## src/verilog/lintc_pkg.sv

```systemverilog
package lintc_pkg;
    localparam int CLK_MHZ = 125;
    // Register byte addresses on the Wishbone slave
    localparam logic [3:0] ADDR_MODE   = 4'h0;
    localparam logic [3:0] ADDR_RATE   = 4'h4;
    localparam logic [3:0] ADDR_INTSET = 4'h8;
    localparam logic [3:0] ADDR_DIAG   = 4'hC;
    // Mode field encodings
    localparam logic [1:0] MODE_SLEEP_NOWU = 2'h0;
    localparam logic [1:0] MODE_LISTEN     = 2'h1;
    localparam logic [1:0] MODE_SLEEP_WU   = 2'h2;
    localparam logic [1:0] MODE_NORMAL     = 2'h3;
    localparam logic [1:0] MODE_RESET      = 2'h3;
    // Bit-rate encodings
    localparam logic [1:0] RATE_NORMAL = 2'h0;
    localparam logic [1:0] RATE_SLOW   = 2'h1;
    localparam logic [1:0] RATE_FAST   = 2'h2;
    localparam logic [1:0] RATE_RESET  = 2'h0;
    // Slope codes driven to the analog driver
    localparam logic [1:0] SLOPE_20K  = 2'h0;
    localparam logic [1:0] SLOPE_10K  = 2'h1;
    localparam logic [1:0] SLOPE_FAST = 2'h2;
    // Diagnostic flag and interrupt-setting bit positions
    localparam int DIAG_TXDOM  = 0;
    localparam int DIAG_RXREC  = 1;
    localparam int DIAG_BUSDOM = 2;
    localparam int DIAG_OT     = 3;
    localparam int DIAG_WAKE   = 4;
    localparam int INTSET_INH  = 0;
    localparam int INIT_DONE   = 2;
    // Timing in microseconds, its clock-cycle equivalents, and the receive-check edge count
    localparam int TXDOM_US  = 20000;
    localparam int SHORT_US  = 20000;
    localparam int WAKEUP_US = 150;
    localparam int TXDOM_CYC  = TXDOM_US * CLK_MHZ;
    localparam int SHORT_CYC  = SHORT_US * CLK_MHZ;
    localparam int WAKEUP_CYC = WAKEUP_US * CLK_MHZ;
    localparam int RXREC_CNT  = 7;
endpackage

```

## src/verilog/lintc_core.sv

```systemverilog
// Notes on behaviour
// - Normal mode (11): transmit input drives bus, bus level goes to receive output.
// - Normal mode: transmit high means driver off, low means driver on.
// - Listen mode (01): driver off, transmit input watched only by the fault checks, receive output reports bus.
// - Low-power-off entry forces sleep; mode bits decide wake capability.
// - Asleep: transmit and receive pins both pulled low.
// - Rates 20, 10, 100 kB/s; set only during initialisation.
// - Slope follows configured bit-rate automatically.
// - Supply undervoltage forces bus recessive.
// - Transmit low beyond timeout disables driver; receiver keeps working.
// - Transmit timeout clears mode MSB and sets transmit stuck flag.
// - Recovery needs mode rewritten to normal, then transmit input high.
// - Transmit timeout supervision runs only in normal or listen mode.
// - Receive high through seven dominant transmit cycles disables driver and receiver.
// - Receive failure clears mode MSB, sets flag; recovers on normal rewrite and transmit high.
// - Bus dominant beyond short time reports bus error, in normal or listen.
// - Current limit holds bus recessive, then resumes former mode.
// - Overtemperature disables driver, clears mode MSB, sets overtemp flag.
// - After overtemp, stay off until cooled, then normal rewrite and transmit high.
// - Inhibit bit set suppresses interrupt from the four bus errors.
// - Asleep with wake: wake only on fall, dominant beyond wake time, rise.
//
// Chosen here: the Wishbone slave port and the register offsets.
module lintc_core #(
    parameter int TXDOM_CYCLES  = lintc_pkg::TXDOM_CYC,
    parameter int SHORT_CYCLES  = lintc_pkg::SHORT_CYC,
    parameter int WAKEUP_CYCLES = lintc_pkg::WAKEUP_CYC
) (
    input  wire logic        clk_i,
    input  wire logic        rst_i,
    input  wire logic [3:0]  adr_i,
    input  wire logic [31:0] dat_i,
    output logic      [31:0] dat_o,
    input  wire logic        we_i,
    input  wire logic [3:0]  sel_i,
    input  wire logic        cyc_i,
    input  wire logic        stb_i,
    output logic             ack_o,
    input  wire logic        transmit_data_input,
    output logic             receive_data_output,
    input  wire logic        bus_level_i,
    output logic             bus_drive_o,
    output logic             receiver_en_o,
    output logic [1:0]       slope_o,
    input  wire logic        low_power_off_state,
    input  wire logic        supply_uv_i,
    input  wire logic        current_limit_i,
    input  wire logic        overtemp_i,
    input  wire logic        overtemp_cool_i,
    output logic             txd_pulldown_o,
    output logic             error_irq_o
);
    // bus_level_i: 1 = recessive, 0 = dominant
    logic [1:0]  mode;
    logic [1:0]  rate;
    logic        irq_inh;
    logic        init_done;
    logic [4:0]  diag;
    logic        drv_block;
    logic        rx_block;
    logic        ot_hold;
    logic        mode_rewr;
    logic [31:0] txdom_cnt;
    logic [31:0] short_cnt;
    logic [31:0] wake_cnt;
    logic        wake_armed;
    logic [2:0]  rxrec_cnt;
    logic        txd_q;
    logic        bus_q;
    logic [3:0]  err_q;

    wire         wb_req   = cyc_i && stb_i && !ack_o;
    wire         wb_wr    = wb_req && we_i && sel_i[0];
    wire         asleep   = low_power_off_state;
    wire         wake_en  = mode[1] && !mode[0];
    wire         active   = !asleep && mode[0];
    wire         normal   = !asleep && (mode == lintc_pkg::MODE_NORMAL);
    wire         txd_eff  = normal ? transmit_data_input : 1'b1;
    // Fires once per stuck-low stretch, so a mode rewrite during the stretch is not undone
    wire         tx_to    = active && !transmit_data_input && txdom_cnt == 32'(TXDOM_CYCLES - 1);
    wire         rx_fail  = active && rxrec_cnt == 3'(lintc_pkg::RXREC_CNT - 1) &&
                            txd_q && !transmit_data_input && bus_q;
    wire         bus_short = active && !bus_level_i && short_cnt >= 32'(SHORT_CYCLES - 1);
    wire         ot_evt   = overtemp_i && !ot_hold;
    wire [4:0]   diag_set = {1'b0, ot_evt, bus_short, rx_fail, tx_to};
    wire         wake_evt = asleep && wake_en && wake_armed && bus_level_i && !bus_q &&
                            wake_cnt >= 32'(WAKEUP_CYCLES);

    // Wishbone slave, one registered ack per request, a cycle after the strobe
    always_ff @(posedge clk_i) begin
        if (rst_i) begin
            ack_o <= 1'b0;
            dat_o <= 32'h0;
        end else begin
            ack_o <= wb_req;
            dat_o <= 32'h0;
            if (wb_req && !we_i) begin
                unique case (adr_i)
                    lintc_pkg::ADDR_MODE:   dat_o <= {30'h0, mode};
                    lintc_pkg::ADDR_RATE:   dat_o <= {30'h0, rate};
                    lintc_pkg::ADDR_INTSET: dat_o <= {29'h0, init_done, 1'b0, irq_inh};
                    lintc_pkg::ADDR_DIAG:   dat_o <= {27'h0, diag};
                    default:                dat_o <= 32'h0;
                endcase
            end
        end
    end

    // Mode register; faults knock out the MSB and win over a write
    always_ff @(posedge clk_i) begin
        if (rst_i) begin
            mode      <= lintc_pkg::MODE_RESET;
            mode_rewr <= 1'b0;
        end else begin
            if (wb_wr && adr_i == lintc_pkg::ADDR_MODE) begin
                mode      <= dat_i[1:0];
                mode_rewr <= dat_i[1:0] == lintc_pkg::MODE_NORMAL;
            end
            if (tx_to || rx_fail || ot_evt) begin
                mode[1]   <= 1'b0;
                mode_rewr <= 1'b0;
            end
        end
    end

    // Rate and inhibit; rate frozen once init closes
    always_ff @(posedge clk_i) begin
        if (rst_i) begin
            rate      <= lintc_pkg::RATE_RESET;
            irq_inh   <= 1'b0;
            init_done <= 1'b0;
        end else if (wb_wr && adr_i == lintc_pkg::ADDR_RATE && !init_done) begin
            rate      <= (dat_i[1:0] == 2'h3) ? lintc_pkg::RATE_NORMAL : dat_i[1:0];
        end else if (wb_wr && adr_i == lintc_pkg::ADDR_INTSET) begin
            irq_inh   <= dat_i[lintc_pkg::INTSET_INH];
            init_done <= init_done | dat_i[lintc_pkg::INIT_DONE];
        end
    end

    // Sticky diagnostics, write one to clear; a new event beats the clear
    always_ff @(posedge clk_i) begin
        if (rst_i) begin
            diag <= 5'h0;
        end else begin
            for (int i = 0; i < 5; i++) begin
                if (diag_set[i] || (i == lintc_pkg::DIAG_WAKE && wake_evt))
                    diag[i] <= 1'b1;
                else if (wb_wr && adr_i == lintc_pkg::ADDR_DIAG && dat_i[i])
                    diag[i] <= 1'b0;
            end
        end
    end

    // Transmit and bus-dominant timers
    always_ff @(posedge clk_i) begin
        if (rst_i) begin
            txdom_cnt <= 32'h0;
            short_cnt <= 32'h0;
        end else begin
            if (!active || transmit_data_input)
                txdom_cnt <= 32'h0;
            else if (txdom_cnt < 32'(TXDOM_CYCLES))
                txdom_cnt <= txdom_cnt + 32'h1;
            short_cnt <= (active && !bus_level_i && !bus_short) ? short_cnt + 32'h1 : 32'h0;
        end
    end

    // Receive stuck check: count dominant transmit bits seen as recessive
    always_ff @(posedge clk_i) begin
        if (rst_i) begin
            txd_q     <= 1'b1;
            bus_q     <= 1'b1;
            rxrec_cnt <= 3'h0;
        end else begin
            txd_q <= transmit_data_input;
            bus_q <= bus_level_i;
            if (!active)
                rxrec_cnt <= 3'h0;
            else if (!transmit_data_input && !bus_level_i)
                rxrec_cnt <= 3'h0;
            // Restart the count after a trip, else the next edge trips again
            else if (rx_fail)
                rxrec_cnt <= 3'h0;
            else if (txd_q && !transmit_data_input && bus_q && !rx_fail)
                rxrec_cnt <= rxrec_cnt + 3'h1;
        end
    end

    // Driver blocks and recovery
    always_ff @(posedge clk_i) begin
        if (rst_i) begin
            drv_block <= 1'b0;
            rx_block  <= 1'b0;
            ot_hold   <= 1'b0;
        end else begin
            if (ot_evt)
                ot_hold <= 1'b1;
            else if (ot_hold && overtemp_cool_i)
                ot_hold <= 1'b0;
            if (tx_to || rx_fail || ot_evt) begin
                drv_block <= 1'b1;
                rx_block  <= rx_block | rx_fail;
            end else if (drv_block && mode_rewr && normal && transmit_data_input && !ot_hold) begin
                drv_block <= 1'b0;
                rx_block  <= 1'b0;
            end
        end
    end

    // Pin outputs, all registered
    always_ff @(posedge clk_i) begin
        if (rst_i) begin
            bus_drive_o         <= 1'b0;
            receive_data_output <= 1'b1;
            receiver_en_o       <= 1'b0;
            txd_pulldown_o      <= 1'b0;
            slope_o             <= lintc_pkg::SLOPE_20K;
        end else begin
            // Current limit only masks drive, mode state untouched
            bus_drive_o <= normal && !txd_eff && !drv_block && !supply_uv_i &&
                           !current_limit_i && !ot_hold;
            receiver_en_o       <= active && !rx_block;
            receive_data_output <= asleep ? 1'b0 : (rx_block ? 1'b1 : bus_level_i);
            txd_pulldown_o      <= asleep;
            unique case (rate)
                lintc_pkg::RATE_SLOW: slope_o <= lintc_pkg::SLOPE_10K;
                lintc_pkg::RATE_FAST: slope_o <= lintc_pkg::SLOPE_FAST;
                default:              slope_o <= lintc_pkg::SLOPE_20K;
            endcase
        end
    end

    // Wake pulse timing and error interrupt pulse
    always_ff @(posedge clk_i) begin
        if (rst_i) begin
            wake_cnt    <= 32'h0;
            wake_armed  <= 1'b0;
            err_q       <= 4'h0;
            error_irq_o <= 1'b0;
        end else begin
            if (bus_q && !bus_level_i)
                wake_armed <= asleep;
            else if (bus_level_i)
                wake_armed <= 1'b0;
            wake_cnt <= (!bus_level_i && wake_cnt < 32'(WAKEUP_CYCLES)) ? wake_cnt + 32'h1 :
                        (bus_level_i ? 32'h0 : wake_cnt);
            err_q       <= diag[3:0];
            error_irq_o <= |(diag[3:0] & ~err_q) && !irq_inh;
        end
    end

    drive_off_sleep_a: assert property (@(posedge clk_i) disable iff (rst_i)
        low_power_off_state |=> !bus_drive_o && !receive_data_output)
        else $error("driver or receive active while asleep");
    uv_recessive_a: assert property (@(posedge clk_i) disable iff (rst_i)
        supply_uv_i |=> !bus_drive_o)
        else $error("bus driven under undervoltage");
    climit_recess_a: assert property (@(posedge clk_i) disable iff (rst_i)
        current_limit_i |=> !bus_drive_o)
        else $error("bus driven in current limit");
    txto_flag_a: assert property (@(posedge clk_i) disable iff (rst_i)
        tx_to |=> diag[lintc_pkg::DIAG_TXDOM] && !mode[1] ##1 !bus_drive_o)
        else $error("transmit timeout not flagged");
    rxfail_flag_a: assert property (@(posedge clk_i) disable iff (rst_i)
        rx_fail |=> diag[lintc_pkg::DIAG_RXREC] && rx_block)
        else $error("receive failure not flagged");
    ot_hold_a: assert property (@(posedge clk_i) disable iff (rst_i)
        ot_hold |=> !bus_drive_o)
        else $error("driver on during overtemp hold");
    listen_nodrive_a: assert property (@(posedge clk_i) disable iff (rst_i)
        (mode == lintc_pkg::MODE_LISTEN) |=> !bus_drive_o)
        else $error("driver on in listen mode");
    normal_follow_a: assert property (@(posedge clk_i) disable iff (rst_i)
        (normal && !drv_block && !supply_uv_i && !current_limit_i && !ot_hold && !transmit_data_input)
        |=> bus_drive_o)
        else $error("driver not following transmit low");
    inh_irq_a: assert property (@(posedge clk_i) disable iff (rst_i)
        irq_inh |=> !error_irq_o)
        else $error("interrupt raised while inhibited");
    slope_rate_a: assert property (@(posedge clk_i) disable iff (rst_i)
        (rate == lintc_pkg::RATE_SLOW) |=> slope_o == lintc_pkg::SLOPE_10K)
        else $error("slope does not follow rate");


    // Pin-level checks and the rate lock
    sleep_pulldown_a: assert property (@(posedge clk_i) disable iff (rst_i)
        low_power_off_state |=> txd_pulldown_o)
        else $error("pull-down off while asleep");
    sleep_rx_off_a: assert property (@(posedge clk_i) disable iff (rst_i)
        low_power_off_state |=> !receiver_en_o)
        else $error("receiver running while asleep");
    normal_rx_a: assert property (@(posedge clk_i) disable iff (rst_i)
        (normal && !rx_block) |=> receive_data_output == $past(bus_level_i))
        else $error("receive output not following bus in normal mode");
    listen_rx_a: assert property (@(posedge clk_i) disable iff (rst_i)
        (!asleep && mode == lintc_pkg::MODE_LISTEN && !rx_block) |=> receive_data_output == $past(bus_level_i))
        else $error("receive output not following bus in listen mode");
    normal_release_a: assert property (@(posedge clk_i) disable iff (rst_i)
        (normal && transmit_data_input) |=> !bus_drive_o)
        else $error("driver on with transmit high");
    only_normal_a: assert property (@(posedge clk_i) disable iff (rst_i)
        !normal |=> !bus_drive_o)
        else $error("driver on outside normal mode");
    fast_slope_a: assert property (@(posedge clk_i) disable iff (rst_i)
        (rate == lintc_pkg::RATE_FAST) |=> slope_o == lintc_pkg::SLOPE_FAST)
        else $error("fast slope not selected");
    rate_lock_a: assert property (@(posedge clk_i) disable iff (rst_i)
        init_done |=> $stable(rate))
        else $error("rate changed after initialisation");

    // Fault and flag checks
    txto_single_a: assert property (@(posedge clk_i) disable iff (rst_i)
        tx_to |=> !tx_to && drv_block)
        else $error("transmit timeout not single or driver not blocked");
    rx_keeps_a: assert property (@(posedge clk_i) disable iff (rst_i)
        (active && !rx_block) |=> receiver_en_o)
        else $error("receiver stopped without receive fault");
    rxfail_off_a: assert property (@(posedge clk_i) disable iff (rst_i)
        rx_fail |=> ##1 !receiver_en_o)
        else $error("receiver still on after receive failure");
    rxblock_out_a: assert property (@(posedge clk_i) disable iff (rst_i)
        (rx_block && !asleep) |=> receive_data_output)
        else $error("receive output not held recessive while blocked");
    short_flag_a: assert property (@(posedge clk_i) disable iff (rst_i)
        bus_short |=> diag[lintc_pkg::DIAG_BUSDOM])
        else $error("bus short not flagged");
    ot_flag_a: assert property (@(posedge clk_i) disable iff (rst_i)
        ot_evt |=> diag[lintc_pkg::DIAG_OT] && !mode[1] && ot_hold)
        else $error("overtemperature not flagged");
    flag_sticky_a: assert property (@(posedge clk_i) disable iff (rst_i)
        (diag[lintc_pkg::DIAG_TXDOM] && !(wb_wr && adr_i == lintc_pkg::ADDR_DIAG)) |=> diag[lintc_pkg::DIAG_TXDOM])
        else $error("transmit stuck flag lost without clear");
    wake_flag_a: assert property (@(posedge clk_i) disable iff (rst_i)
        wake_evt |=> diag[lintc_pkg::DIAG_WAKE])
        else $error("wake event not flagged");
    wake_awake_a: assert property (@(posedge clk_i) disable iff (rst_i)
        !asleep |=> !$rose(diag[lintc_pkg::DIAG_WAKE]))
        else $error("wake flagged while awake");

    // Register bus handshake
    wb_ack_a: assert property (@(posedge clk_i) disable iff (rst_i)
        wb_req |=> ack_o)
        else $error("request not acknowledged");
    wb_ack_pulse_a: assert property (@(posedge clk_i) disable iff (rst_i)
        ack_o |=> !ack_o)
        else $error("acknowledge longer than one cycle");

    txto_cov: cover property (@(posedge clk_i) tx_to);
    ot_cov: cover property (@(posedge clk_i) ot_evt);
    rxfail_cov: cover property (@(posedge clk_i) rx_fail);
    wake_cov: cover property (@(posedge clk_i) wake_evt);
    short_cov: cover property (@(posedge clk_i) bus_short);
endmodule

```

## config.mk

```make
export PLATFORM = sky130hd
export DESIGN_NAME = lintc_core
export DESIGN_NICKNAME = d
export VERILOG_FILES = /design/src/verilog/lintc_pkg.sv /design/src/verilog/lintc_core.sv
export SDC_FILE = /design/constraint.sdc
export NUM_CORES = 1
export LEC_CHECK = 0
export BUFFER_PORTS_ARGS = -buffer_cell sky130_fd_sc_hd__buf_2
export CAP_MARGIN = 25
export CORE_MARGIN = 2
export CORE_UTILIZATION = 53
export CTS_BUF_LIST = sky130_fd_sc_hd__clkbuf_8
export CTS_CLUSTER_DIAMETER = 120
export DETAILED_ROUTE_END_ITERATION = 10
export PLACE_DENSITY = 0.83
export SYNTH_ARGS = -nofsm -noshare
export SYNTH_HDL_FRONTEND = slang
export SYNTH_SLANG_ARGS = --single-unit
export TNS_END_PERCENT = 100
```

## constraint.sdc

```tcl
create_clock -name clk_i -period 2.2 [get_ports clk_i]
set_clock_uncertainty 0.2 [all_clocks]
set_input_delay 0.22 -clock clk_i [delete_from_list [all_inputs] [get_ports clk_i]]
set_output_delay 0.22 -clock clk_i [all_outputs]
set_load 0.05 [all_outputs]
```

* Yosys cells after proc, flatten, opt, wreduce, memory -nomap -nowiden
Index checks and enable logic that the tools add are counted.
** Cells by class
- Bitwise gates (word level) :: 8
- Divide/modulo/power cells :: 0
- $add $sub $neg :: 4
- Mux-type cells :: 27
- Equality and inequality tests :: 9
- Magnitude comparators :: 4
- Shift operators :: 0
- Multipliers :: 0
- Reductions and logical operators :: 90
** Operators with widths (number)
- $add 32x1->32 const B :: 3
- $mux 32 :: 2
- $logic_and 1x1->1 :: 51
- $eq 32x22->1 const B :: 1
- $ge 32x15->1 const B :: 1
- $ge 32x22->1 const B :: 1
- $lt 32x15->1 const B :: 1
- $lt 32x22->1 const B :: 1
- $mux 1 :: 21
- $pmux 5 s4 :: 1
- $reduce_bool 2->1 :: 10
- $logic_not 1->1 :: 18
- $eq 4x4->1 const B :: 2
- $reduce_or 2->1 :: 4
- $reduce_or 4->1 :: 2
- $eq 2x2->1 const B :: 3
- $and 4x4->4 :: 1
- $eq 4x3->1 const B :: 1
- $logic_not 4->1 :: 1
- $mux 2 :: 2
- $not 1->1 :: 4
- $not 4->4 :: 1
- $pmux 2 s2 :: 1
- $add 3x1->3 const B :: 1
- 5 further kinds :: 8
** Storage, ports and cells
- Register bits :: 161
- Word-level logic and storage cells :: 172
- Bits in latches :: 0
- RAM bits :: 0
- Bits of input ports :: 52
- Memories :: 0
- ROM bits :: 0
- Output and inout bits :: 40

* Longest topological paths before layout
Gate-level depths: netlist (run 1).
- Depth after elaboration :: 9
- Gate-level depth with buffers :: 7

* Least setup slack after synthesis (run 1)
Ideal clock, no wire load.
- Path kind :: reg-to-reg
- Start point :: register wake_cnt[5]
- End point :: register wake_cnt[10]
- Cell stages (with the launch flop) :: 7
- Path slack :: 0.067 ns
- Setup time :: 0.070 ns
- Arrival :: 1.863 ns
- Data required time :: 1.930 ns
- Buffers on the path :: 1
- Path through :: dfxtp_1 and4_4 a211o_1 a211o_1 buf_6 or4_1 a21oi_1
** On the way
- Longest elaborated chain between the ends :: 3
- Elaborated cells between the ends (all ways) :: 5
- Classes of those cells :: add/sub: 1; order compare: 1; mux: 1; reduce/logical: 2
** RTL lines
- start: declaration :: RTL line lintc_core.sv:65 : logic [31:0] wake_cnt;
- start signal: assignment :: RTL line lintc_core.sv:245 : wake_cnt <= (!bus_level_i && wake_cnt < 32'(WAKEUP_CYCLES)) ? wake_cnt + 32'h1 :
- $lt 32x15->1 :: RTL line lintc_core.sv:245
- $logic_and 1x1->1 :: RTL line lintc_core.sv:245
- $mux 32 or $reduce_bool 2->1 (tied branches)
Parallel ways exist; a longest one is shown, timed or not.
A chain may end at the register's enable or synchronous reset.

* Final worst setup path (run 1)
- Start point :: register txdom_cnt[14]
- End point :: register txdom_cnt[11]
** On the way
- Longest elaborated chain between the ends :: 1
** RTL lines
- start: declaration :: RTL line lintc_core.sv:63 : logic [31:0] txdom_cnt;
- start signal: assignment :: RTL line lintc_core.sv:163 : txdom_cnt <= txdom_cnt + 32'h1;
- $lt 32x22->1 :: RTL line lintc_core.sv:162 : else if (txdom_cnt < 32'(TXDOM_CYCLES))
Every way passes these cells.

==> key figures, run 1 <==
Logic synthesis
  • Cells after Synth: 620
  • Syn avg cell area: 9.08 um2
  • Sequential fraction of the synthesis area: 0.477
  • Mapped Area: 5630 um2
  • Yosys warns: 0
  • Top FF cell, synth: dfxtp_1
  • Post-synth EDFFs: 0
  • Yosys reg bits: 134
  • FFs w/ async S/R, synth: 0
  • Synth unique cells: 58

Drt
  • WL final: 12200 um
  • Routed Antenna Nets: 0
  • Wire per inst: 14.1 um
  • DRC Markers: 0
  • Via density: 5.58
  • 1st-iter DRT viols: 291
  • Pre-antenna DRT Iters: 4
  • Vias: 4840

Cells and area
  • Fillers: 771
  • Nets: 777
  • Diodes inserted: 0
  • Layout Cells excl Fill: 868
  • Leading cell type in the layout, fill and taps excluded: dfxtp_1
  • Area growth, synth to finish: 20.5%
  • Share of layout cells above drive strength 1: 0.176
  • Final Core Density: 0.657
  • Post-route cell area: 6780 um2
  • Most frequent cells in the layout: dfxtp_1 (133), nor2_1 (66), conb_1 (37), buf_4 (37), a21oi_1 (36)

Placed design
  • DP HPWL: 7940 um
  • Dpl cell area: 6100 um2
  • Pre-CTS setup slack: -0.0284 ns
  • PortBufs: 34
  • Final GP Congestion: 0.817
  • DP Cell Count: 813

Floorplan
  • Initial core utilization: 0.545
  • Die Wd: 107 um
  • Die area: 11500 um2
  • Die height: 107 um
  • Site Rows: 37
  • Io pins: 92
  • Core area: 10300 um2

Clock network
  • Clock buffer depth: 2
  • Clock buffer count from CTS: 17
  • Setup Fix Bufs, Post-CTS: 0
  • Clock Tree Root: clkbuf_8
  • Clock Sinks: 134
  • H-tree Lvls: 4
  • Reg clk slew, reported paths: 0.08 ns
  • CTS tree: done
  • Skew-Pair Late Insertion Delay: 0.44 ns

Timing
  • Least-Margin Pin Slew: 0.807 ns
  • Final critical-path share of the clock period: 0.989
  • RSZ-0062 raised after global routing: true
  • Final slew viol count: 0
  • Setup slack after layout: 0.0237 ns
  • Fin. Hold Viols: 0
  • Slew margin rel.: 0.462
  • Min Tclk post-route: 2.18 ns
  • # setup viols final: 0
  • Fmax: 0.460 GHz

Power and ir drop
  • Seq pwr share: 0.528
  • Worst VDD drop: 0.529 mV
  • Cell internal pwr: 3.45 mW
  • Switching Power: 1.24 mW
  • Clock network power share: 0.410
  • Comb pwr share: 0.063
  • Power Density: 692 nW/um2
  • P_leak: 2.58 nW
  • Switching part of the total: 0.264

Setup path
  • Critical path endpoint: txdom_cnt[11]
  • RR Endpoint: txdom_cnt[11]
  • Critical Path Fanout Max: 20
  • Register-to-Register Path Depth: 6
  • R2R setup slack: 0.02 ns
  • Launching point of the worst reg2reg path: txdom_cnt[14]
  • Critical path class: reg -> reg
  • CP arrival: 2.34 ns
  • Req. time, crit path: 2.36 ns
  • Worst setup EP type: flop
  • CP Launch Type: flop
  • Worst Setup SP: txdom_cnt[14]

Global route
  • Global Route Usage Sum: 0.219
  • Initial antenna violation count: 0
  • First-pass GRT wire length: 20300 um
  • Vias in the first global route: 4559
  • Grt total ovfl: 0
  • Pin count of the biggest net entering global routing: 32

Run status
  • Status: complete, no violations

Job
  • Max-cap violations: 0

Min path
  • HP Class: in -> reg
-- cell families (layout without fill, tap and decap cells) --
family	count (synthesis)	count (layout)	synth area share
AO/OA/AOI/OAI	108	109	0.124
XOR/XNOR	22	22	0.0342
adder cells (fa/ha/maj)	6	6	0.0133
buffers and inverters	63	138	0.0620
flip-flops	134	134	0.477
multiplexers	8	8	0.0167
other	1	37	0.000666
AND/OR/NAND/NOR	278	278	0.272
-- how the worst min path moves through the flow --
| stage | startpoint | to | slack [ns] | cells after the start |
|---|---|---|---|---|
| floorplan | transmit_data_input | txd_q | 0.13 | 1 |
| global placement | irq_inh | error_irq_o | 0.24 | 1 |
| detailed placement | wake_cnt[22] | wake_cnt[22] | 0.25 | 1 |
| CTS | cyc_i | dat_o[0] | 0.03 | 4 |
| global route | rst_i | err_q[3] | 0.06 | 3 |
| finish | rst_i | err_q[3] | 0.07 | 3 |
-- sequential cells by signal, indices dropped and copies added, names as in the netlist, 3 cells and up --
| register | count |
|---|---|
| short_cnt | 32 |
| wake_cnt | 32 |
| err_q | 4 |
| dat_o | 5 |
| rxrec_cnt | 3 |
| diag | 5 |
| txdom_cnt | 32 |
-- power groups by stage --
| stage | registers, mW | logic (mW) | clock network [mW] |
|---|---|---|---|
| 6_report | 2.47 | 0.293 | 1.92 |
| 5_1_grt | 2.48 | 0.312 | 2.08 |
| 4_1_cts | 2.47 | 0.287 | 1.97 |
| 3_5_place_dp | 2.53 | 0.258 | 0 |
| 3_3_place_gp | 2.53 | 0.251 | 0 |
| 2_1_floorplan | 2.55 | 0.216 | 0 |
-- cell usage after synthesis, drive strengths merged (6+ instances only) --
master | count | area [um2]
or4 | 23 | 173
and3 | 11 | 68.8
mux2i | 6 | 60.1
or3 | 13 | 81.3
nand2 | 26 | 97.6
dfxtp | 134 | 2680
nor2 | 67 | 251
buf | 33 | 236
nand3 | 34 | 170
o21ai | 14 | 70.1
inv | 11 | 41.3
a21oi | 39 | 195
nor4 | 8 | 50.1
nor2b | 8 | 50.1
nor3 | 10 | 50.1
xnor2 | 9 | 78.8
nand4 | 18 | 113
o31ai | 22 | 165
clkbuf | 18 | 67.6
and4 | 6 | 55.1
ha | 6 | 75.1
and2 | 30 | 188
xor2 | 13 | 114
-- critical path, cell delays in order, from the launching register on --
cell	delay [ns]
dfxtp_1	0.35
nor3_2	0.20
nand2_1	0.09
o311a_1	0.36
buf_4	0.20
or4_1	0.53
a21oi_2	0.16
-- per-stage QoR --
stage / hold slack (ns) / setup TNS (ns) / power [mW]
after floorplan: 0.127 / 0 / 2.76
after global placement: 0.239 / 0 / 2.78
after detailed placement: 0.246 / -0.148 / 2.79
after CTS: 0.0329 / 0 / 4.73
after global routing: 0.0552 / -0.280 / 4.87
final: 0.0682 / 0 / 4.69
-- routing by layer --
| layer | routed length (um) | vias up | global-route usage |
|---|---|---|---|
| met2 | 6250 | 111 | 0.373 |
| met3 | 496 | 20 | 0.0523 |
| met1 | 5230 | 2335 | 0.262 |
| li1 | - | 2374 | - |
| met5 | 0 | - | 0 |
| met4 | 230 | 0 | 0.0983 |
-- area by class of cell --
cell class	count	area (um2)	area share
Multi-Input combinational cell	460	2810	0.415
Sequential cell	134	2680	0.396
Timing Repair Buffer	94	688	0.102
Clock buffer	17	234	0.0345
Tap cell	136	170	0.0251
Clock inverter	15	145	0.0214
Inverter	12	45.0	0.00664
-- repair_timing --
item	in CTS	in global routing
hold endpoints to repair	22	0
pin swaps	0	8
gates cloned	0	1
resized for setup	3	13
endpoints found under the setup margin	10	47
hold buffers	22	0
No activity file was read; power rests on OpenSTA's default activity.
==> inputs of run 2 (changes only) <==
CORE_UTILIZATION = 55   (was 53)
PLACE_DENSITY = 0.82   (was 0.83)
RECOVER_POWER = 100   (was unset)
clock period = 2.6 ns   (was 2.2 ns; I/O delays follow)
==> key figures, run 2 (same netlist as run 1, synthesis figures left out) <==
Run status
  • Status: complete, no violations (unchanged)

Cells and area
  • Leading cell type in the layout, fill and taps excluded: dfxtp_1 (unchanged)
  • Most frequent cells in the layout: dfxtp_1 (134), nor2_1 (67), a21oi_1 (39) (was dfxtp_1 (133), nor2_1 (66), conb_1 (37), buf_4 (37), a21oi_1 (36))
  • Fillers: 784 (was 771)
  • Post-route cell area: 6450 um2 (was 6780 um2)
  • Nets: 748 (was 777)
  • Share of layout cells above drive strength 1: 0.0954 (was 0.176)
  • Diodes inserted: 0 (unchanged)
  • Layout Cells excl Fill: 835 (was 868)
  • Area growth, synth to finish: 14.7% (was 20.5%)
  • Biggest regs: short_cnt (32), txdom_cnt (32), wake_cnt (32) (unchanged)

Drt
  • DRC Markers: 0 (unchanged)
  • Pre-antenna DRT Iters: 4 (unchanged)
  • Vias: 4731 (was 4840)
  • Via density: 5.67 (was 5.58)
  • Routed Antenna Nets: 0 (unchanged)
  • Wire per inst: 14.3 um (was 14.1 um)
  • WL final: 12000 um (was 12200 um)
  • 1st-iter DRT viols: 301 (was 291)

Clock network
  • Clock buffer count from CTS: 17 (unchanged)
  • Clock Sinks: 134 (unchanged)
  • Clock Tree Root: clkbuf_8 (unchanged)
  • Skew-Pair Late Insertion Delay: 0.43 ns (was 0.44 ns)
  • Clock buffer depth: 2 (unchanged)
  • Reg clk slew, reported paths: 0.07 ns (was 0.08 ns)
  • H-tree Lvls: 4 (unchanged)
  • CTS tree: done (unchanged)

Setup path
  • Critical Path Fanout Max: 24 (was 20)
  • Worst setup EP type: flop (unchanged)
  • CP Launch Type: flop (unchanged)
  • CP arrival: 2.54 ns (was 2.34 ns)
  • Req. time, crit path: 2.75 ns (was 2.36 ns)
  • Register-to-Register Path Depth: 6 (unchanged)
  • Critical path class: reg -> reg (unchanged)

Power and ir drop
  • Total power: 4.10 mW (was 4.69 mW)
  • Switching part of the total: 0.243 (was 0.264)
  • Cell internal pwr: 3.10 mW (was 3.45 mW)
  • Power Density: 635 nW/um2 (was 692 nW/um2)
  • Switching Power: 997 uW (was 1.24 mW)
  • Worst VDD drop: 0.356 mV (was 0.529 mV)
  • Seq pwr share: 0.511 (was 0.528)
  • P_leak: 2.33 nW (was 2.58 nW)
  • Comb pwr share: 0.059 (was 0.063)
  • Clock network power share: 0.431 (was 0.410)

Floorplan
  • Core area: 9860 um2 (was 10300 um2)
  • Io pins: 92 (unchanged)
  • Die height: 105 um (was 107 um)
  • Initial core utilization: 0.571 (was 0.545)
  • Die area: 11100 um2 (was 11500 um2)
  • Die Wd: 105 um (was 107 um)
  • Site Rows: 36 (was 37)

Timing
  • Final critical-path share of the clock period: 0.920 (was 0.989)
  • RSZ-0062 raised after global routing: false (was true)
  • Fmax: 0.418 GHz (was 0.460 GHz)
  • Setup TNS: 0 ns (unchanged)
  • # setup viols final: 0 (unchanged)
  • Min Tclk post-route: 2.39 ns (was 2.18 ns)
  • Least-Margin Pin Slew: 0.798 ns (was 0.807 ns)
  • Fin. Hold Viols: 0 (unchanged)
  • Slew margin rel.: 0.468 (was 0.462)
  • Final slew viol count: 0 (unchanged)

Global route
  • Vias in the first global route: 4449 (was 4559)
  • Global Route Usage Sum: 0.223 (was 0.219)
  • First-pass GRT wire length: 20200 um (was 20300 um)
  • Grt total ovfl: 0 (unchanged)
  • Initial antenna violation count: 0 (unchanged)
  • Pin count of the biggest net entering global routing: 32 (unchanged)

Placed design
  • DP Cell Count: 784 (was 813)
  • Dpl cell area: 5890 um2 (was 6100 um2)
  • PortBufs: 34 (unchanged)
  • DP HPWL: 7780 um (was 7940 um)
  • Final GP Congestion: 0.789 (was 0.817)

Min path
  • Hold Path Stages: 4 (was 3)
  • HP Class: in -> reg (unchanged)

Job
  • Max-cap violations: 0 (unchanged)
run 2: final timing paths:
check                                   start            end  slack (ns)
worst max-delay path            txdom_cnt[14]  txdom_cnt[13]        0.21
worst min register to register        irq_inh    error_irq_o        0.26
worst min-delay path               overtemp_i      mode_rewr        0.09
worst max register to register  txdom_cnt[14]  txdom_cnt[13]        0.21
run 2: stage by stage:
step | worst slack, ns | utilization | hold slack [ns]
finish | 0.209 | 0.654 | 0.0939
global route | 0.0521 | 0.654 | 0.103
CTS | 0.250 | 0.658 | 0.0418
detailed placement | 0.266 | 0.597 | 0.246
global placement | 0.320 | 0.597 | 0.235
floorplan | 0.467 | - | 0.167
run 2: critical path: stages, from the launching register on:
cell,delay [ns]
dfxtp_1,0.35
nor3_1,0.28
nand2_1,0.11
o311a_1,0.37
clkbuf_2,0.28
or4_1,0.56
a21oi_1,0.16
run 2: layer usage:
| layer | GRT usage | wire (um) | vias to the layer above |
|---|---|---|---|
| met2 | 0.388 | 6040 | 132 |
| met3 | 0.0505 | 558 | 28 |
| met1 | 0.264 | 5140 | 2254 |
| li1 | - | - | 2317 |
| met4 | 0.0924 | 227 | 0 |
| met5 | 0 | 0 | - |
run 2: what timing repair did:
item / CTS / global route
setup buffers: 0 / 0
resized for setup: 0 / 0
hold endpoints to repair: 18 / 0
hold buffers: 20 / 0
run 2: power by group through the flow:
stage	Combinational [mW]	Sequential, mW	Clock (mW)
6_report	0.241	2.09	1.77
5_1_grt	0.258	2.10	1.88
4_1_cts	0.241	2.09	1.80
3_5_place_dp	0.216	2.14	0
3_3_place_gp	0.211	2.14	0
2_1_floorplan	0.183	2.16	0
run 2: layout make-up:
class,count,area (um2),area share
Multi-Input combinational cell,459,2730,0.423
Sequential cell,134,2680,0.416
Timing Repair Buffer,66,424,0.0657
Clock buffer,18,248,0.0384
Tap cell,133,166,0.0258
Clock inverter,13,158,0.0244
Inverter,12,45.0,0.00698
==> inputs of run 3 (changes only) <==
ABC_AREA = 1   (was unset)
PLACE_DENSITY = 0.81   (was 0.82)
==> key figures, run 3 <==
Power and ir drop
  • Cell internal pwr: 3.02 mW (was 3.10 mW)
  • Switching part of the total: 0.245 (was 0.243)
  • Total power: 4.00 mW (was 4.10 mW)
  • Seq pwr share: 0.524 (was 0.511)
  • P_leak: 2.80 nW (was 2.33 nW)
  • Clock network power share: 0.413 (was 0.431)
  • Switching Power: 981 uW (was 997 uW)
  • Comb pwr share: 0.063 (was 0.059)
  • Power Density: 566 nW/um2 (was 635 nW/um2)
  • Worst VDD drop: 0.729 mV (was 0.356 mV)

Logic synthesis
  • Synth top cells by count: nand2_1 (197), nor2_1 (167), dfxtp_1 (134), inv_1 (111), nand3_1 (71) (was dfxtp_1 (134), nor2_1 (67), a21oi_1 (39), nand3_1 (34), and2_1 (30))
  • Post-synth EDFFs: 0 (unchanged)
  • Yosys reg bits: 134 (unchanged)
  • Most frequent cell after synthesis: nand2_1 (was dfxtp_1)
  • Sequential fraction of the synthesis area: 0.423 (was 0.477)
  • Syn avg cell area: 7.02 um2 (was 9.08 um2)
  • FFs w/ async S/R, synth: 0 (unchanged)
  • Cells after Synth: 903 (was 620)
  • Yosys top cell by area: dfxtp_1 (unchanged)
  • Synth unique cells: 42 (was 58)
  • Mapped Area: 6340 um2 (was 5630 um2)
  • Yosys top cell area share: 0.423 (was 0.477)
  • Top FF cell, synth: dfxtp_1 (unchanged)
  • Yosys warns: 0 (unchanged)
  • Synth top area cells: dfxtp_1 (42%), nand2_1 (12%), nor2_1 (9.9%) (was dfxtp_1 (48%), nor2_1 (4.5%), buf_4 (3.6%))

Min path
  • Worst hold start: rst_i (was overtemp_i)
  • Worst Hold End: init_done (was mode_rewr)
  • Hold Path Stages: 2 (was 4)
  • HP Class: in -> reg (unchanged)

Clock network
  • CTS tree: done (unchanged)
  • Clock Tree Root: clkbuf_8 (unchanged)
  • Clock Sinks: 134 (unchanged)
  • Clock buffer depth: 2 (unchanged)
  • H-tree Lvls: 4 (unchanged)
  • Skew-Pair Late Insertion Delay: 0.45 ns (was 0.43 ns)
  • Clock buffer count from CTS: 17 (unchanged)
  • Reg clk slew, reported paths: 0.08 ns (was 0.07 ns)

Cells and area
  • Most frequent cells in the layout: nand2_1 (197), nor2_1 (170), dfxtp_1 (134) (was dfxtp_1 (134), nor2_1 (67), a21oi_1 (39))
  • Layout Cells excl Fill: 1129 (was 835)
  • Leading cell type in the layout, fill and taps excluded: nand2_1 (was dfxtp_1)
  • Final Core Density: 0.624 (was 0.654)
  • Biggest regs: short_cnt (32), txdom_cnt (32), wake_cnt (32) (unchanged)
  • Post-route cell area: 7070 um2 (was 6450 um2)
  • Share of layout cells above drive strength 1: 0.0771 (was 0.0954)
  • Fillers: 1023 (was 784)
  • Diodes inserted: 0 (unchanged)
  • Area growth, synth to finish: 11.5% (was 14.7%)
  • Nets: 1032 (was 748)

Placed design
  • Final GP Congestion: 0.882 (was 0.789)
  • Dpl cell area: 6540 um2 (was 5890 um2)
  • DP Cell Count: 1077 (was 784)
  • DP HPWL: 8550 um (was 7780 um)
  • PortBufs: 34 (unchanged)
  • Pre-CTS setup slack: 0.665 ns (was 0.266 ns)

Setup path
  • CP Launch Type: primary input (was flop)
  • CP cell instances: dlygate4sd3_1 > buf_2 > nand2_1 > dlygate4sd3_1 > nor2_2 > nand3_2 > inv_4 > nand3_1 > nand2_1 > o21ai_0 > dlygate4sd3_1 (was nor3_1 > nand2_1 > o311a_1 > clkbuf_2 > or4_1 > a21oi_1)
  • Req. time, crit path: 2.74 ns (was 2.75 ns)
  • Critical Path Fanout Max: 6 (was 24)
  • RR Endpoint: wake_cnt[4] (was txdom_cnt[13])
  • Largest stage delay on the critical path: 0.59 ns (was 0.56 ns)
  • CP arrival: 2.69 ns (was 2.54 ns)
  • Cell mode on critical path: dlygate4sd3_1
  • Register-to-Register Path Depth: 8 (was 6)
  • Top delay family on crit path: buffers and inverters (was simple AND/OR/NAND/NOR gates)
  • Worst setup EP type: flop (unchanged)
  • R2R setup slack: 0.40 ns (was 0.21 ns)
  • Critical path class: in -> reg (was reg -> reg)
  • Launching point of the worst reg2reg path: wake_cnt[12] (was txdom_cnt[14])
  • Slowest CP cell: dlygate4sd3_1 (was or4_1)
  • Buf/Inv on CP: 5 (was 1)

Floorplan
  • Initial core utilization: 0.560 (was 0.571)
  • Die area: 12400 um2 (was 11100 um2)
  • Site Rows: 39 (was 36)
  • Io pins: 92 (unchanged)
  • Die height: 111 um (was 105 um)
  • Core area: 11300 um2 (was 9860 um2)
  • Die Wd: 111 um (was 105 um)

Drt
  • Vias: 5610 (was 4731)
  • Routed Antenna Nets: 0 (unchanged)
  • Via density: 4.97 (was 5.67)
  • Wire per inst: 11.7 um (was 14.3 um)
  • Pre-antenna DRT Iters: 5 (was 4)
  • DRC Markers: 0 (unchanged)
  • WL final: 13300 um (was 12000 um)
  • 1st-iter DRT viols: 553 (was 301)

Global route
  • Initial antenna violation count: 0 (unchanged)
  • Pin count of the biggest net entering global routing: 30 (was 32)
  • M1 GR Usage: 0.275 (was 0.264)
  • Met3 Usage GRT: 0.0572 (was 0.0505)
  • Met2 GRT Util: 0.350 (was 0.388)
  • Grt total ovfl: 0 (unchanged)
  • Vias in the first global route: 5042 (was 4449)
  • First-pass GRT wire length: 22000 um (was 20200 um)
  • Global Route Usage Sum: 0.215 (was 0.223)
  • Most Crowded Layer GR: met2 (unchanged)

Timing
  • Final critical-path share of the clock period: 0.981 (was 0.920)
  • Final slew viol count: 0 (unchanged)
  • Setup slack after layout: 0.0491 ns (was 0.209 ns)
  • Least-Margin Pin Slew: 0.891 ns (was 0.798 ns)
  • Fmax: 0.392 GHz (was 0.418 GHz)
  • Slew margin rel.: 0.406 (was 0.468)
  • Hold Slack: 0.0446 ns (was 0.0939 ns)
  • Setup TNS: 0 ns (unchanged)
  • Min Tclk post-route: 2.55 ns (was 2.39 ns)
  • Fin. Hold Viols: 0 (unchanged)
  • # setup viols final: 0 (unchanged)

Run status
  • Status: complete, no violations (unchanged)

Job
  • Max-cap violations: 0 (unchanged)
-- run 3: cell count changes in the layout (fill, tap and decap cells not counted), sizes merged, moves of 13 or more --
| cell | delta |
|---|---|
| nand3 | +39 |
| and2 | -28 |
| o31ai | -21 |
| inv | +106 |
| nand2 | +174 |
| nor3 | +16 |
| or3 | -13 |
| or4 | -23 |
| nor2 | +108 |
-- run 3: layout make-up --
type / count / area (um2) / area share
clock buffers: 19 / 262 / 0.0370
clock inverters: 12 / 113 / 0.0159
inverters: 117 / 442 / 0.0625
multi-input cells: 645 / 3010 / 0.426
flip-flops and latches: 134 / 2680 / 0.380
well taps: 143 / 179 / 0.0253
repair buffers: 59 / 375 / 0.0531
-- run 3: per-layer routing --
metal	part of all wire	vias to the layer above
met4	0.028	0
li1	-	2926
met3	0.061	38
met5	0	-
met2	0.47	155
met1	0.45	2491
-- run 3: worst max-delay path by stage --
stage,startpoint,to,slack (ns),depth (start not counted)
after global routing,stb_i,diag[3],-0.02,11
after global placement,short_cnt[0],short_cnt[18],0.75,9
after detailed placement,short_cnt[0],short_cnt[18],0.66,9
after floorplan,short_cnt[0],short_cnt[18],0.96,9
final,stb_i,diag[3],0.05,11
after CTS,stb_i,diag[3],0.03,11
-- run 3: power groups by stage --
| stage | logic (mW) | clock network (mW) | registers (mW) |
|---|---|---|---|
| 2_1_floorplan | 0.189 | 0 | 2.16 |
| 3_3_place_gp | 0.218 | 0 | 2.14 |
| 3_5_place_dp | 0.220 | 0 | 2.14 |
| 4_1_cts | 0.246 | 1.67 | 2.09 |
| 5_1_grt | 0.269 | 1.77 | 2.10 |
| 6_report | 0.252 | 1.65 | 2.10 |
-- run 3: kinds of logic (layout without fill, tap and decap cells) --
logic type	Yosys count	in the layout	share of synthesized area
other cells	1	37	0.000592
xor+xnor	23	23	0.0318
flops	134	134	0.423
simple gates	501	501	0.342
fa+ha+maj	6	6	0.0118
compound gates	78	78	0.0729
buf+inv	160	207	0.118
-- run 3: repair_timing --
| action | in CTS | in global routing |
|---|---|---|
| setup endpoints to repair | 0 | 1 |
| buffers inserted | 0 | 1 |
| gates resized for setup | 0 | 4 |
| endpoints found under the hold margin | 22 | 0 |
| hold buffers | 20 | 0 |
